`src/design/sync_serial_pkg.sv`:
```
// package for the synchronous serial port: register indices, fields, resets, timing
// assumes a 250 MHz APB clock and one aligned 32-bit word per register index

package sync_serial_pkg;

  // ---------------------------------------------------------------
  // register indices (byte address is four times the index)
  // ---------------------------------------------------------------
  localparam int unsigned ADDR_W                 = 20;
  localparam logic [15:0] IDX_TRANSMIT_HOLDING   = 16'hf480;
  localparam logic [15:0] IDX_RECEIVE_HOLDING    = 16'hf482;
  localparam logic [15:0] IDX_BAUD_DIVISOR       = 16'hf484;
  localparam logic [15:0] IDX_PRIMARY_CONTROL    = 16'hf486;
  localparam logic [15:0] IDX_CLOCK_ROLE_CONTROL = 16'hf488;

  // ---------------------------------------------------------------
  // field positions
  // ---------------------------------------------------------------
  localparam int unsigned BIT_RX_MASTER     = 0;
  localparam int unsigned BIT_TX_MASTER     = 1;
  localparam int unsigned BIT_RX_ENABLE     = 0;
  localparam int unsigned BIT_RX_IRQ_ENABLE = 1;
  localparam int unsigned BIT_RX_FULL       = 2;
  localparam int unsigned BIT_RX_OVERFLOW   = 3;
  localparam int unsigned BIT_TX_ENABLE     = 4;
  localparam int unsigned BIT_TX_IRQ_ENABLE = 5;
  localparam int unsigned BIT_TX_EMPTY      = 6;
  localparam int unsigned BIT_TX_UNDERFLOW  = 7;

  // ---------------------------------------------------------------
  // widths and reset values
  // ---------------------------------------------------------------
  localparam int unsigned WORD_W          = 16;
  localparam int unsigned DIV_W           = 8;
  localparam logic [15:0] HOLDING_RESET   = 16'h0000;
  localparam logic [1:0]  ROLE_RESET      = 2'h0;
  localparam logic [DIV_W-1:0] DIV_RESET  = 8'h00;
  localparam logic [3:0]  LAST_BIT        = 4'hf;

  // ---------------------------------------------------------------
  // timing
  // ---------------------------------------------------------------
  localparam longint unsigned CLK_KHZ            = 250000;
  localparam longint unsigned SLAVE_CLK_MAX_KHZ  = 6250;
  localparam int unsigned     SLAVE_MIN_PERIOD_CYCLES =
    int'((CLK_KHZ + SLAVE_CLK_MAX_KHZ - 1) / SLAVE_CLK_MAX_KHZ);

  typedef enum logic [0:0]
  {
    tx_idle     = 1'b0,
    tx_shifting = 1'b1
  } tx_state_t;

endpackage : sync_serial_pkg

```
`src/design/baud_divider.sv`:
```
// baud-rate generator: one-cycle tick every divisor+1 clocks while running
// assumes divisor is stable software state on the same clock

`timescale 1ns/10ps

module baud_divider
  import sync_serial_pkg::*;
(
  input  wire logic             pclk,
  input  wire logic             presetn,
  input  wire logic             run,
  input  wire logic [DIV_W-1:0] divisor,
  output logic                  tick
);

  logic [DIV_W-1:0] count;
  logic [DIV_W-1:0] next_count;
  logic             next_tick;

  always_comb
  begin
    next_count = count;
    next_tick  = 1'b0;
    if (!run)
    begin
      next_count = '0;
    end
    else if (count >= divisor)
    begin
      next_count = '0;
      next_tick  = 1'b1;
    end
    else
    begin
      next_count = count + 8'h01;
    end
  end

  always_ff @(posedge pclk or negedge presetn)
  begin
    if (!presetn)
    begin
      count <= '0;
      tick  <= 1'b0;
    end
    else
    begin
      count <= next_count;
      tick  <= next_tick;
    end
  end

endmodule : baud_divider

```
`src/design/sync_serial_port.sv`:
```
// synchronous serial port: clock roles, transmit and receive holding buffers, APB slave
// assumes bit clock pins arrive asynchronously; DMA and interrupt units sit outside
//
// Decided for this implementation: register access over APB.

`timescale 1ns/10ps

// Functional notes
// - control bit 1 makes transmitter clock master
// - slave transmit shifts on incoming pin clock
// - control bit 0 makes receiver clock master
// - master receive uses baud clock, drives pin
// - slave receive samples on external pin clock
// - written holding word loads into shifter
// - first received bit lands in msb
// - full received word copies to holding buffer
// - receive holding read returns latest word
// - transmit empty visible and sent to units
// - receive full visible and sent to units
// - external transmit clock up to 6.25 MHz
// - underflow cleared by zero, one ignored
// - holding write clears empty; load sets it
// - transmit irq enable gates empty signal
module sync_serial_port
  import sync_serial_pkg::*;
(
  input  wire logic              pclk,
  input  wire logic              presetn,
  input  wire logic              psel,
  input  wire logic              penable,
  input  wire logic              pwrite,
  input  wire logic [ADDR_W-1:0] paddr,
  input  wire logic [31:0]       pwdata,
  output logic      [31:0]       prdata,
  output logic                   pready,
  output logic                   pslverr,
  input  wire logic              tx_bit_clock_pin_in,
  output logic                   tx_bit_clock_pin_out,
  output logic                   tx_bit_clock_pin_oe,
  input  wire logic              rx_bit_clock_pin_in,
  output logic                   rx_bit_clock_pin_out,
  output logic                   rx_bit_clock_pin_oe,
  output logic                   tx_data_out,
  input  wire logic              rx_data_in,
  output logic                   tx_empty_request,
  output logic                   rx_full_request
);

  // ---------------------------------------------------------------
  // pin synchronisers
  // ---------------------------------------------------------------
  logic [2:0] tx_clk_sync;
  logic [2:0] rx_clk_sync;
  logic [1:0] rx_data_sync;

  // a 6.25 MHz slave clock gives about 20 clocks per level, ample for two flops
  always_ff @(posedge pclk or negedge presetn)
  begin
    if (!presetn)
    begin
      tx_clk_sync  <= '0;
      rx_clk_sync  <= '0;
      rx_data_sync <= '0;
    end
    else
    begin
      tx_clk_sync  <= {tx_clk_sync[1:0], tx_bit_clock_pin_in};
      rx_clk_sync  <= {rx_clk_sync[1:0], rx_bit_clock_pin_in};
      rx_data_sync <= {rx_data_sync[0], rx_data_in};
    end
  end

  // ---------------------------------------------------------------
  // apb decode
  // ---------------------------------------------------------------
  logic [15:0] idx;
  logic        addr_ok;
  logic        setup;
  logic        access;
  logic        wr;
  logic        rd;

  assign idx     = paddr[17:2];
  assign addr_ok = (paddr[ADDR_W-1:18] == '0) && (paddr[1:0] == 2'b00) &&
                   ((idx == IDX_TRANSMIT_HOLDING) || (idx == IDX_RECEIVE_HOLDING) ||
                    (idx == IDX_BAUD_DIVISOR) || (idx == IDX_PRIMARY_CONTROL) ||
                    (idx == IDX_CLOCK_ROLE_CONTROL));
  assign setup   = psel && !penable;
  assign access  = psel && penable && pready;
  assign wr      = access && pwrite && addr_ok;
  assign rd      = access && !pwrite && addr_ok;

  // ---------------------------------------------------------------
  // software registers
  // ---------------------------------------------------------------
  logic [1:0]       role;
  logic [DIV_W-1:0] divisor;
  logic             tx_enable;
  logic             tx_irq_enable;
  logic             rx_enable;
  logic             rx_irq_enable;
  logic [1:0]       next_role;
  logic [DIV_W-1:0] next_divisor;
  logic             next_tx_enable;
  logic             next_tx_irq_enable;
  logic             next_rx_enable;
  logic             next_rx_irq_enable;

  always_comb
  begin
    next_role          = role;
    next_divisor       = divisor;
    next_tx_enable     = tx_enable;
    next_tx_irq_enable = tx_irq_enable;
    next_rx_enable     = rx_enable;
    next_rx_irq_enable = rx_irq_enable;
    if (wr && idx == IDX_CLOCK_ROLE_CONTROL)
    begin
      // upper bits are not stored, so software writing them back is harmless
      next_role = pwdata[1:0];
    end
    if (wr && idx == IDX_BAUD_DIVISOR)
    begin
      next_divisor = pwdata[DIV_W-1:0];
    end
    if (wr && idx == IDX_PRIMARY_CONTROL)
    begin
      next_tx_enable     = pwdata[BIT_TX_ENABLE];
      next_tx_irq_enable = pwdata[BIT_TX_IRQ_ENABLE];
      next_rx_enable     = pwdata[BIT_RX_ENABLE];
      next_rx_irq_enable = pwdata[BIT_RX_IRQ_ENABLE];
    end
  end

  always_ff @(posedge pclk or negedge presetn)
  begin
    if (!presetn)
    begin
      role          <= ROLE_RESET;
      divisor       <= DIV_RESET;
      tx_enable     <= 1'b0;
      tx_irq_enable <= 1'b0;
      rx_enable     <= 1'b0;
      rx_irq_enable <= 1'b0;
    end
    else
    begin
      role          <= next_role;
      divisor       <= next_divisor;
      tx_enable     <= next_tx_enable;
      tx_irq_enable <= next_tx_irq_enable;
      rx_enable     <= next_rx_enable;
      rx_irq_enable <= next_rx_irq_enable;
    end
  end

  // ---------------------------------------------------------------
  // master bit clock
  // ---------------------------------------------------------------
  logic baud_tick;
  logic master_clk;
  logic next_master_clk;
  logic tx_master;
  logic rx_master;

  assign tx_master = role[BIT_TX_MASTER];
  assign rx_master = role[BIT_RX_MASTER];

  baud_divider u_baud
  (
    .pclk    (pclk),
    .presetn (presetn),
    .run     (tx_master || rx_master),
    .divisor (divisor),
    .tick    (baud_tick)
  );

  always_comb
  begin
    next_master_clk = master_clk;
    if (!(tx_master || rx_master))
    begin
      next_master_clk = 1'b0;
    end
    else if (baud_tick)
    begin
      next_master_clk = !master_clk;
    end
  end

  always_ff @(posedge pclk or negedge presetn)
  begin
    if (!presetn)
    begin
      master_clk           <= 1'b0;
      tx_bit_clock_pin_out <= 1'b0;
      tx_bit_clock_pin_oe  <= 1'b0;
      rx_bit_clock_pin_out <= 1'b0;
      rx_bit_clock_pin_oe  <= 1'b0;
    end
    else
    begin
      master_clk           <= next_master_clk;
      tx_bit_clock_pin_out <= next_master_clk && tx_master;
      tx_bit_clock_pin_oe  <= tx_master;
      rx_bit_clock_pin_out <= next_master_clk && rx_master;
      rx_bit_clock_pin_oe  <= rx_master;
    end
  end

  // transmit shifts on falling bit-clock edges, receive samples on rising ones
  logic tx_fall;
  logic rx_rise;

  assign tx_fall = tx_master ? (baud_tick && master_clk)
                             : (tx_clk_sync[2] && !tx_clk_sync[1]);
  assign rx_rise = rx_master ? (baud_tick && !master_clk)
                             : (!rx_clk_sync[2] && rx_clk_sync[1]);

  // ---------------------------------------------------------------
  // transmitter
  // ---------------------------------------------------------------
  tx_state_t          tx_state;
  tx_state_t          next_tx_state;
  logic [WORD_W-1:0]  tx_holding;
  logic [WORD_W-1:0]  tx_shift;
  logic [3:0]         tx_count;
  logic               tx_empty;
  logic               tx_underflow;
  logic [WORD_W-1:0]  next_tx_holding;
  logic [WORD_W-1:0]  next_tx_shift;
  logic [3:0]         next_tx_count;
  logic               next_tx_empty;
  logic               next_tx_underflow;
  logic               holding_write;

  assign holding_write = wr && idx == IDX_TRANSMIT_HOLDING;

  always_comb
  begin
    next_tx_state     = tx_state;
    next_tx_holding   = tx_holding;
    next_tx_shift     = tx_shift;
    next_tx_count     = tx_count;
    next_tx_empty     = tx_empty;
    next_tx_underflow = tx_underflow;
    if (wr && idx == IDX_PRIMARY_CONTROL && !pwdata[BIT_TX_UNDERFLOW])
    begin
      next_tx_underflow = 1'b0;
    end
    if (holding_write)
    begin
      next_tx_holding = pwdata[WORD_W-1:0];
      next_tx_empty   = 1'b0;
    end
    case (tx_state)
      tx_idle:
      begin
        if (tx_enable && tx_fall && !tx_empty)
        begin
          next_tx_shift = tx_holding;
          next_tx_count = '0;
          next_tx_empty = 1'b1;
          next_tx_state = tx_shifting;
        end
      end
      tx_shifting:
      begin
        if (!tx_enable)
        begin
          next_tx_state = tx_idle;
        end
        else if (tx_fall && tx_count == LAST_BIT)
        begin
          if (!tx_empty)
          begin
            next_tx_shift = tx_holding;
            next_tx_count = '0;
            next_tx_empty = 1'b1;
          end
          else
          begin
            // hardware set wins over a same-cycle software clear
            next_tx_underflow = 1'b1;
            next_tx_state     = tx_idle;
          end
        end
        else if (tx_fall)
        begin
          next_tx_shift = {tx_shift[WORD_W-2:0], 1'b0};
          next_tx_count = tx_count + 4'h1;
        end
      end
      default:
      begin
        next_tx_state = tx_idle;
      end
    endcase
  end

  always_ff @(posedge pclk or negedge presetn)
  begin
    if (!presetn)
    begin
      tx_state     <= tx_idle;
      tx_holding   <= HOLDING_RESET;
      tx_shift     <= HOLDING_RESET;
      tx_count     <= '0;
      tx_empty     <= 1'b1;
      tx_underflow <= 1'b0;
      tx_data_out  <= 1'b0;
    end
    else
    begin
      tx_state     <= next_tx_state;
      tx_holding   <= next_tx_holding;
      tx_shift     <= next_tx_shift;
      tx_count     <= next_tx_count;
      tx_empty     <= next_tx_empty;
      tx_underflow <= next_tx_underflow;
      tx_data_out  <= (next_tx_state == tx_shifting) && next_tx_shift[WORD_W-1];
    end
  end

  // ---------------------------------------------------------------
  // receiver
  // ---------------------------------------------------------------
  logic [WORD_W-1:0] rx_shift;
  logic [WORD_W-1:0] rx_holding;
  logic [3:0]        rx_count;
  logic              rx_full;
  logic              rx_overflow;
  logic [WORD_W-1:0] next_rx_shift;
  logic [WORD_W-1:0] next_rx_holding;
  logic [3:0]        next_rx_count;
  logic              next_rx_full;
  logic              next_rx_overflow;

  always_comb
  begin
    next_rx_shift    = rx_shift;
    next_rx_holding  = rx_holding;
    next_rx_count    = rx_count;
    next_rx_full     = rx_full;
    next_rx_overflow = rx_overflow;
    if (rd && idx == IDX_RECEIVE_HOLDING)
    begin
      next_rx_full = 1'b0;
    end
    if (wr && idx == IDX_PRIMARY_CONTROL && !pwdata[BIT_RX_OVERFLOW])
    begin
      next_rx_overflow = 1'b0;
    end
    if (!rx_enable)
    begin
      next_rx_count = '0;
    end
    else if (rx_rise)
    begin
      next_rx_shift = {rx_shift[WORD_W-2:0], rx_data_sync[1]};
      next_rx_count = rx_count + 4'h1;
      if (rx_count == LAST_BIT)
      begin
        next_rx_holding  = {rx_shift[WORD_W-2:0], rx_data_sync[1]};
        next_rx_full     = 1'b1;
        next_rx_overflow = rx_overflow || rx_full;
      end
    end
  end

  always_ff @(posedge pclk or negedge presetn)
  begin
    if (!presetn)
    begin
      rx_shift    <= HOLDING_RESET;
      rx_holding  <= HOLDING_RESET;
      rx_count    <= '0;
      rx_full     <= 1'b0;
      rx_overflow <= 1'b0;
    end
    else
    begin
      rx_shift    <= next_rx_shift;
      rx_holding  <= next_rx_holding;
      rx_count    <= next_rx_count;
      rx_full     <= next_rx_full;
      rx_overflow <= next_rx_overflow;
    end
  end

  // ---------------------------------------------------------------
  // read data, answer and unit requests
  // ---------------------------------------------------------------
  logic [7:0]  status;
  logic [31:0] next_prdata;

  assign status = {tx_underflow, tx_empty, tx_irq_enable, tx_enable,
                   rx_overflow, rx_full, rx_irq_enable, rx_enable};

  always_comb
  begin
    next_prdata = prdata;
    if (setup && !pwrite)
    begin
      case (idx)
        IDX_RECEIVE_HOLDING:    next_prdata = {16'h0000, rx_holding};
        IDX_BAUD_DIVISOR:       next_prdata = {24'h000000, divisor};
        IDX_PRIMARY_CONTROL:    next_prdata = {24'h000000, status};
        IDX_CLOCK_ROLE_CONTROL: next_prdata = {30'h0, role};
        default:                next_prdata = 32'h00000000;
      endcase
    end
  end

  always_ff @(posedge pclk or negedge presetn)
  begin
    if (!presetn)
    begin
      prdata           <= 32'h00000000;
      pready           <= 1'b0;
      pslverr          <= 1'b0;
      tx_empty_request <= 1'b0;
      rx_full_request  <= 1'b0;
    end
    else
    begin
      prdata           <= next_prdata;
      pready           <= setup;
      pslverr          <= setup && !addr_ok;
      tx_empty_request <= next_tx_empty && tx_irq_enable;
      rx_full_request  <= next_rx_full && rx_irq_enable;
    end
  end

endmodule : sync_serial_port

```
`config.mk`:
```
export PLATFORM = sky130hd
export DESIGN_NAME = sync_serial_port
export DESIGN_NICKNAME = d
export VERILOG_FILES = /design/src/design/sync_serial_pkg.sv /design/src/design/baud_divider.sv /design/src/design/sync_serial_port.sv
export SDC_FILE = /design/constraint.sdc
export NUM_CORES = 1
export LEC_CHECK = 0
export BUFFER_PORTS_ARGS = -buffer_cell sky130_fd_sc_hd__buf_2
export CAP_MARGIN = 0
export CORE_ASPECT_RATIO = 1.1
export CORE_MARGIN = 10
export CORE_UTILIZATION = 56
export DETAILED_ROUTE_END_ITERATION = 10
export GPL_ROUTABILITY_DRIVEN = 0
export PLACE_DENSITY = 0.9
export SETUP_SLACK_MARGIN = 0.02
export SYNTH_ARGS = -nofsm -noshare
export SYNTH_HDL_FRONTEND = slang
export SYNTH_HIERARCHICAL = 1
export SYNTH_SLANG_ARGS = --single-unit
```
`constraint.sdc`:
```
create_clock -name pclk -period 2.9 [get_ports pclk]
set_input_delay 0.435 -clock pclk [delete_from_list [all_inputs] [get_ports pclk]]
set_output_delay 0.435 -clock pclk [all_outputs]
set_load 0.02 [all_outputs]
```
==> results of run 1 <==
-- critical path, delay by kind of cell, from the launching register on --
kind	cells	cell delay (ps)
simple gates	2	600
flops	1	410
compound gates	2	1350
fa+ha+maj	1	230
-- area by class of cell --
type / count / area [um2]
clock buffers: 20 / 467
clock inverters: 12 / 200
fillers: 698 / 3330
inverters: 13 / 48.8
multi-input cells: 307 / 2440
flip-flops and latches: 133 / 3330
well taps: 143 / 179
repair buffers: 75 / 408
-- routing by layer --
layer | vias to the layer above | global-route usage | share of wire | wire length (um)
met5 | - | 0 | 0 | 0
met4 | 0 | 0.0956 | 0.031 | 429
met3 | 46 | 0.0520 | 0.070 | 975
met2 | 175 | 0.323 | 0.52 | 7210
met1 | 2128 | 0.218 | 0.38 | 5250
li1 | 1854 | - | - | -
-- how the worst max path moves through the flow --
| stage | start | to | slack [ps] |
|---|---|---|---|
| final | tx_count[0] | tx_count[3] | 250 |
| after global routing | tx_count[0] | tx_count[3] | 50 |
| after CTS | tx_count[0] | tx_count[3] | 250 |
| after detailed placement | paddr[11] | tx_holding[11] | 190 |
| after global placement | paddr[11] | tx_holding[8] | 220 |
| after floorplan | paddr[11] | tx_holding[10] | 320 |
-- report_power, final --
part / total [uW] / internal [uW] / switching, uW
registers: 1870 / 1860 / 2.32
logic: 131 / 37.0 / 93.9
clock network: 2400 / 1590 / 803
total: 4390 / 3490 / 900
-- flip-flops by register name, indices dropped and copies added (netlist names), 2 cells and up --
signal	count
rx_clk_sync	3
tx_clk_sync	3
rx_data_sync	2
tx_holding	16
prdata	16
rx_shift	15
tx_shift	16
rx_count	4
tx_count	4
role	2
u_baud/count	8
divisor	8
rx_holding	16
-- Yosys cell counts (2+ instances only) --
cell type  number
a21boi_0        2
nand4_1         5
mux2_4          8
inv_1          13
o22a_1          2
o2bb2ai_1      16
nand2b_1        6
a21oi_1         9
a22o_1         11
and2_1         13
a22oi_1        16
nand2_1        11
nor3b_1         2
a31oi_1         5
o21a_1          2
or3b_2          2
o21ai_0        15
clkbuf_1       15
xor2_1          6
a21o_1          3
mux2i_1         4
dfrtp_1       132
or4_4           3
nand3_1        10
buf_4          16
ha_1           13
mux2_2         53
nor4_1          5
a32oi_1         6
or2_2           3
buf_1           2
and3_1          6
nor2_1         15
o21ai_1         2
nand4b_1        2
nor3_1          3
xnor2_1         3
and2_0          6
nor2b_1         8
-- cell families after synthesis --
kind of cell / synth area share
adders and majority gates: 0.0273
buffers and inverters: 0.0442
other: 0.000628
muxes: 0.127
xor gates and xnor gates: 0.0132
AOI/OAI and AO/OA: 0.123
and+or+nand+nor: 0.107
DFF: 0.558
-- stage by stage --
stage	setup WS (ps)	hold WS, ps	cells	util	cell area (um2)
final	246	40.5	703	0.680	7070
after global routing	45.8	78.7	703	0.680	7070
after CTS	246	53.7	703	0.680	7070
after detailed placement	194	336	671	0.616	6400
after global placement	221	336	671	0.616	6400
after floorplan	320	139	488	-	6020
-- placed cells by master, fill, tap and decap left out, types with 4 or more instances in the layout --
master     Yosys  final
nand2_1       11     11
and2_0         6      6
nor2b_1        8      8
clkbuf_16      0     17
inv_1         13     13
mux2_4         8      8
o21ai_0       15     15
mux2i_1        4      4
nand3_1       10     10
nor2_1        15     15
nand4_1        5      5
conb_1         1     16
and2_1        13     13
nand2b_1       6      6
nor4_1         5      4
bufinv_16      0      5
a22oi_1       16     16
ha_1          13     13
a31oi_1        5      5
buf_4         16      7
and3_1         6      6
mux2_2        53     53
buf_2          0     67
a22o_1        11     11
a21oi_1        9      9
a32oi_1        6      6
dfrtp_1      132    132
xor2_1         6      6
o2bb2ai_1     16     16
==> metrics.txt, run 1 <==
top cells by area, synth=dfrtp_1, mux2_2, ha_1; Setup Skew=10.1 ps; IO Port Bufs=68; final count of hold timing violations=0; hold buffer count at cts=0; RSZ-0062 raised after global routing=false; FFs w/ async S/R, synth=1.00; Wirelength per Cell=roughly 20 um; Longest Clk Path Bufs=2; Final min period=approximately 2700 ps; Routed Antenna Nets=0; synthesis-to-finish area growth=18.5%; Die W=between 100 and 150 um; # Post-CTS Setup Buffers=0; reg-to-reg slack, setup=250 ps; Initial Util=0.574; Top Ports=101; initial antenna violation count=0; vias=around 4200; row cnt=39; share of layout cells above drive strength 1=0.329; Yosys top cell area share=0.554; R2R cell count=5; #FFs+latches synth=133; Worst-Skew Late Latency=~420 ps; final wirelength=13.9 mm; CP endpoint kind=flop; final setup vio count=0; synthesized area per cell=12.6 um2; Yosys Warn Count=6; vias in the first global route=4531; Synth Instances=473; setup TNS=0 ps; CTS tree=done; CTS Buf Count=17; first-pass GRT wire length=23.3 mm; predominant post-synthesis flop cell=dfrtp_1; Reg2Reg Launch Point=tx_count[0]; status=completed; DR pass1 iterations=7; R2R Path End=tx_count[3]; DR vias/cell=5.98; Max Cap Viol=0; Yosys cell types=58; Synth Cell Area=about 6000 um2; Global Route Usage Sum=0.190; register area share after synthesis=0.558; CP Data Arrival Time=3010 ps; critical setup path kind=reg -> reg; total core area=10400 um2; relative slew slack=0.147; DR DRC count=0; fin nets=620; clock sink count=133; CP Cell Sequence=ha_1 -> nand3_1 -> and2_1 -> o21ai_1 -> a22o_1; PwrDens=622 nW/um2; CP Launch Type=flop; diode count=0; Critical Path RT=3250 ps; largest net degree at the start of global routing=between 50 and 60; cell taking the most area after synthesis=dfrtp_1; CTS Root Cell=clkbuf_16; die span in y=128 um; drt initial violations=285; pins over their slew limit=0; worst vdd ir=0.419 mV; Critical Path Max Stage Delay=1060 ps; Tcrit/Tclk final=0.915; Post-synth EDFFs=0; Total Power=4390 uW; H-tree depth=4; post-cts sizing count=0; Hold WC Path Type=in -> async; fmax=around 380 MHz; die area=about 15000 um2; LEAKAGE=0.00343 uW; worst-margin pin slew=~1300 ps; CP max FO=18; clock-pin slew on the worst setup and hold paths=60 ps; post-detail-place hpwl=9.44 mm; Crit-path slowest cell=o21ai_1; gr ovfl total=0
No activity file was read; power rests on OpenSTA's default activity.
==> inputs of run 2 (changes only) <==
--- a/config.mk
+++ b/config.mk
@@ -9,10 +9,9 @@
 export CAP_MARGIN = 0
 export CORE_ASPECT_RATIO = 1.1
 export CORE_MARGIN = 10
-export CORE_UTILIZATION = 56
+export CORE_UTILIZATION = 35
 export DETAILED_ROUTE_END_ITERATION = 10
-export GPL_ROUTABILITY_DRIVEN = 0
-export PLACE_DENSITY = 0.9
+export PLACE_DENSITY = 0.64
 export SETUP_SLACK_MARGIN = 0.02
 export SYNTH_ARGS = -nofsm -noshare
 export SYNTH_HDL_FRONTEND = slang
==> metrics.txt, run 2 (synthesis results as in run 1) <==
status=completed (unchanged); die area=22700 um2 (was 15200 um2); vias=3977 (was 4203); setup TNS=0 ps (unchanged); Total Power=3970 uW (was 4390 uW); CP Buf/Inv Count=1 (was 0); CP Launch Type=flop (unchanged); Initial Util=0.353 (was 0.574); grt met2 use=0.196 (was 0.323); DR DRC count=0 (unchanged); DR pass1 iterations=4 (was 7); Tcrit/Tclk final=0.856 (was 0.915); CP endpoint kind=flop (unchanged); H-tree depth=4 (unchanged); synthesis-to-finish area growth=18.3% (was 18.5%); fin area=7060 um2 (was 7070 um2); LEAKAGE=0.00339 uW (was 0.00343 uW); post-cts sizing count=0 (unchanged); worst vdd ir=0.376 mV (was 0.419 mV); largest net degree at the start of global routing=45 (was 56); relative slew slack=0.218 (was 0.147); CP Cell Sequence=ha_1 -> nand3_1 -> and2_1 -> o21ai_1 -> buf_4 -> o2bb2ai_1 (was ha_1 -> nand3_1 -> and2_1 -> o21ai_1 -> a22o_1); Critical Path RT=3230 ps (was 3250 ps); most common cell after layout, fill and taps aside=dfrtp_1 (unchanged); CTS Root Cell=clkbuf_16 (unchanged); post-placement cell area=6510 um2 (was 6400 um2); # Post-CTS Setup Buffers=0 (unchanged); PwrDens=563 nW/um2 (was 622 nW/um2); total core area=16900 um2 (was 10400 um2); final wirelength=13.2 mm (was 13.9 mm); met3 GRT Util=0.0389 (was 0.0520); Worst-Skew Late Latency=420 ps (about the same); critical setup path kind=reg -> reg (unchanged); hold buffer count at cts=0 (unchanged); fmax=403 MHz (was 377 MHz); most frequent cells in the layout=dfrtp_1, buf_2, mux2_2, clkbuf_16 (unchanged); fin nets=624 (was 620); diode count=0 (unchanged); CTS tree=done (unchanged); final RePlAce weighted congestion=0.795; pins over their slew limit=0 (unchanged); final setup vio count=0 (unchanged); CP Data Arrival Time=2810 ps (was 3010 ps); Hold WC Path Type=in -> async (unchanged); DR vias/cell=5.15 (was 5.98); RSZ-0062 raised after global routing=false (unchanged); final count of hold timing violations=0 (unchanged); CTS Buf Count=17 (unchanged); Routed Antenna Nets=0 (unchanged); Longest Clk Path Bufs=2 (unchanged); Setup Skew=12.0 ps (was 10.1 ps); post-detail-place hpwl=9.58 mm (was 9.44 mm); die span in y=157 um (was 128 um); CP max FO=16 (was 18); share of layout cells above drive strength 1=0.328 (was 0.329); IO Port Bufs=68 (unchanged); vias in the first global route=4155 (was 4531); Die W=144 um (was 118 um); Max Cap Viol=0 (unchanged); drt initial violations=230 (was 285); crit-path leading delay family=compound AO/OA/AOI/OAI gates (unchanged); clock-pin slew on the worst setup and hold paths=60 ps (about the same); Wirelength per Cell=17.1 um (was 19.7 um); worst-margin pin slew=1170 ps (was 1270 ps); initial antenna violation count=0 (unchanged); gr ovfl total=0 (unchanged); Crit-path slowest cell=o21ai_1 (unchanged); Global Route Usage Sum=0.122 (was 0.190); met1 Usage GRT=0.147 (was 0.218); row cnt=50 (was 39); Top Ports=101 (unchanged); clock sink count=133 (unchanged); Critical Path Max Stage Delay=770 ps (was 1060 ps); first-pass GRT wire length=21.7 mm (was 23.3 mm); Final min period=2480 ps (was 2650 ps); peak-usage layer in the global routing report=met2 (unchanged)
## run 2: changes by cell type in the layout (fill, tap and decap cells not counted), sizes merged
cell | previous run | this run
bufinv | 5 | 1
inv | 13 | 14
clkinv | 4 | 7
buf | 75 | 79
## run 2: area by class of cell
| class | count | area, um2 |
|---|---|---|
| Timing Repair Buffer | 79 | 438 |
| Fill cell | 1596 | 9830 |
| Multi-Input combinational cell | 307 | 2440 |
| Sequential cell | 133 | 3330 |
| Clock inverter | 12 | 108 |
| Inverter | 13 | 48.8 |
| Clock buffer | 20 | 437 |
| Tap cell | 208 | 260 |
## run 2: final timing paths
| check | startpoint | end | slack [ps] | cells past startpoint |
|---|---|---|---|---|
| min reg2reg | rx_clk_sync[0] | rx_clk_sync[1] | 350 | 0 |
| max in group asynchronous | presetn | tx_holding[2] | 2090 | 2 |
| min in group pclk | rx_bit_clock_pin_in | rx_clk_sync[0] | 130 | 1 |
| max | tx_count[0] | tx_shift[11] | 420 | 6 |
| max reg2reg | tx_count[0] | tx_shift[11] | 420 | 6 |
| min | presetn | prdata[13] | 8 | 1 |
## run 2: power by group
part           switching (uW)  internal (uW)  total (uW)  leakage [uW]
clock network             797           1180        1970      0.000260
registers                2.45           1860        1870       0.00182
logic                    92.8           38.9         132       0.00131
total                     893           3080        3970       0.00339
## run 2: layer usage
metal | share of wire | routed length [um]
met1 | 0.42 | 5570
met2 | 0.50 | 6630
met3 | 0.061 | 806
met4 | 0.018 | 235
met5 | 0 | 0
## run 2: stage by stage
stage	setup slack [ps]	util	hold slack (ps)	std cells
2_1_floorplan	320	-	139	488
3_3_place_gp	200	0.386	335	740
3_5_place_dp	174	0.386	336	740
4_1_cts	411	0.418	16.7	772
5_1_grt	182	0.418	44.5	772
6_report	416	0.418	7.82	772
## run 2: worst register-to-register path, stage by stage (launching register included)
cell	delay (ps)
dfrtp_1	390
ha_1	220
nand3_1	180
and2_1	410
o21ai_1	770
buf_4	280
o2bb2ai_1	130
==> inputs of run 3 (changes only) <==
--- a/config.mk
+++ b/config.mk
@@ -11,6 +11,7 @@
 export CORE_MARGIN = 10
 export CORE_UTILIZATION = 35
 export DETAILED_ROUTE_END_ITERATION = 10
+export GPL_TIMING_DRIVEN = 0
 export PLACE_DENSITY = 0.64
 export SETUP_SLACK_MARGIN = 0.02
 export SYNTH_ARGS = -nofsm -noshare
==> metrics.txt, run 3 (synthesis results as in run 1) <==
status=complete, but fails checks (was completed); failing checks=hold timing; clock sink count=133 (unchanged); CTS tree=done (unchanged); Storage cell area=3330 um2 (unchanged); first-pass GRT wire length=22.2 mm (was 21.7 mm); Global Route Usage Sum=0.125 (was 0.122); DR pass1 iterations=4 (unchanged); Layout fillers=1605 (was 1596); critical setup path kind=reg -> reg (unchanged); Top Ports=101 (unchanged); Final min period=2430 ps (was 2480 ps); Initial Util=0.353 (unchanged); IO Port Bufs=66 (was 68); Multi-input gate area=2440 um2 (unchanged); die area=22700 um2 (unchanged); Crit-path slowest cell=o21ai_1 (unchanged); diode count=0 (unchanged); relative slew slack=0.389 (was 0.218); most frequent cells in the layout=dfrtp_1, buf_2, mux2_2, clkbuf_16 (unchanged); DR DRC count=0 (unchanged); LEAKAGE=0.00348 uW (was 0.00339 uW); R2R Path End=tx_shift[1] (was tx_shift[11]); Max Cap Viol=0 (unchanged); H-tree depth=4 (unchanged); hold buffer count at cts=0 (unchanged); # Post-CTS Setup Buffers=0 (unchanged); Layout Cells excl Fill=795 (was 772); CP Launch Type=flop (unchanged); vias=4028 (was 3977); final worst-path setup slack=466 ps (was 416 ps); share of layout cells above drive strength 1=0.329 (was 0.328); gr ovfl total=0 (unchanged); Worst-Skew Late Latency=420 ps (about the same); vias in the first global route=4200 (was 4155); CP Data Arrival Time=2780 ps (was 2810 ps); Critical Path Max Stage Delay=550 ps (was 770 ps); pre-CTS setup slack=-211 ps (was 174 ps); final wirelength=13.4 mm (was 13.2 mm); row cnt=50 (unchanged); final setup vio count=0 (unchanged); R2R cell count=7 (was 6); Reg2Reg Launch Point=tx_count[0] (unchanged); Die W=144 um (unchanged); Critical Path RT=3240 ps (was 3230 ps); drt initial violations=373 (was 230); CTS Root Cell=clkbuf_16 (unchanged); Setup Skew=15.4 ps (was 12.0 ps); RSZ-0062 raised after global routing=false (unchanged); CP Cell Sequence=ha_1 -> nand3_1 -> and2_1 -> clkbuf_1 -> o21ai_1 -> clkbuf_1 -> o2bb2ai_1 (was ha_1 -> nand3_1 -> and2_1 -> o21ai_1 -> buf_4 -> o2bb2ai_1); synthesis-to-finish area growth=21.0% (was 18.3%); Tcrit/Tclk final=0.839 (was 0.856); Longest Clk Path Bufs=2 (unchanged); worst-margin pin slew=909 ps (was 1170 ps); DR vias/cell=5.07 (was 5.15); post-detail-place hpwl=9.86 mm (was 9.58 mm); largest net degree at the start of global routing=71 (was 45); fmax=411 MHz (was 403 MHz); Hold WC Path Type=in -> async (unchanged); post-cts sizing count=0 (unchanged); crit-path most repeated cell=clkbuf_1; Routed Antenna Nets=0 (unchanged); die span in y=157 um (unchanged); final count of hold timing violations=1 (was 0); Wirelength per Cell=16.9 um (was 17.1 um); total core area=16900 um2 (unchanged); clock-pin slew on the worst setup and hold paths=60 ps (about the same); CTS Buf Count=17 (unchanged); Critical Path Source=tx_count[0] (unchanged); reg-to-reg slack, setup=470 ps (was 420 ps); pins over their slew limit=0 (unchanged); final RePlAce weighted congestion=0.817 (was 0.795); placed insts=763 (was 740); most common cell after layout, fill and taps aside=dfrtp_1 (unchanged); CP endpoint kind=flop (unchanged); hold_ws=-1.25 ps (was 7.82 ps); fin nets=647 (was 624); worst vdd ir=0.409 mV (was 0.376 mV); CP endpoint=tx_shift[1] (was tx_shift[11]); initial antenna violation count=0 (unchanged); CP max FO=10 (was 16); PwrDens=561 nW/um2 (was 563 nW/um2)
[run 3: changes by cell type in the layout (fill, tap and decap cells not counted), sizes merged]
cell / previous run / this run
inv: 14 / 16
clkinvlp: 3 / 2
clkbuf: 20 / 34
buf: 79 / 87
[run 3: worst min path at each step]
stage               startpoint              end  slack, ps  depth (start not counted)
3_5_place_dp   rx_data_sync[0]  rx_data_sync[1]        340                          0
4_1_cts                presetn       prdata[10]         30                          1
2_1_floorplan          presetn       divisor[0]        140                          0
6_report               presetn       prdata[10]         -1                          1
3_3_place_gp   rx_data_sync[0]  rx_data_sync[1]        340                          0
5_1_grt                presetn       prdata[11]         60                          1
[run 3: per-stage QoR]
stage                     setup TNS (ps)  utilization  cell area [um2]  total power, uW
after CTS                              0        0.427             7220             4110
after detailed placement           -1600        0.394             6650             2050
after global routing                   0        0.428             7220             4210
after floorplan                        0            -             6020             1960
after global placement            -40890        0.392             6610             2040
final                                  0        0.428             7220             4050
[run 3: layer usage]
metal / wire, um / GRT usage / up-vias
met5: 0 / 0 / -
met4: 144 / 0.0539 / 0
met3: 629 / 0.0362 / 10
met2: 6750 / 0.203 / 78
met1: 5890 / 0.150 / 2039
li1: - / - / 1901
[run 3: layout make-up]
| cell class | instances | share of cell area |
|---|---|---|
| flip-flops and latches | 133 | 0.461 |
| multi-input cells | 307 | 0.337 |
| clock buffers | 19 | 0.0613 |
| repair buffers | 67 | 0.0504 |
| well taps | 208 | 0.0360 |
| plain buffers | 35 | 0.0298 |
| clock inverters | 13 | 0.0173 |
| inverters | 13 | 0.00676 |
[run 3: report_power, final]
part | leakage [uW] | switching [uW] | internal [uW]
Sequential | 0.00182 | 2.37 | 1860
Clock | 0.000274 | 828 | 1210
Combinational | 0.00138 | 96.1 | 52.2
Total | 0.00348 | 927 | 3130
[run 3: worst max-delay path, delay by kind of cell (launching register included)]
kind	cells	cell delay [ps]
DFF	1	390
and+or+nand+nor	2	410
AOI/OAI and AO/OA	2	720
adders and majority gates	1	210
buffers and inverters	2	610
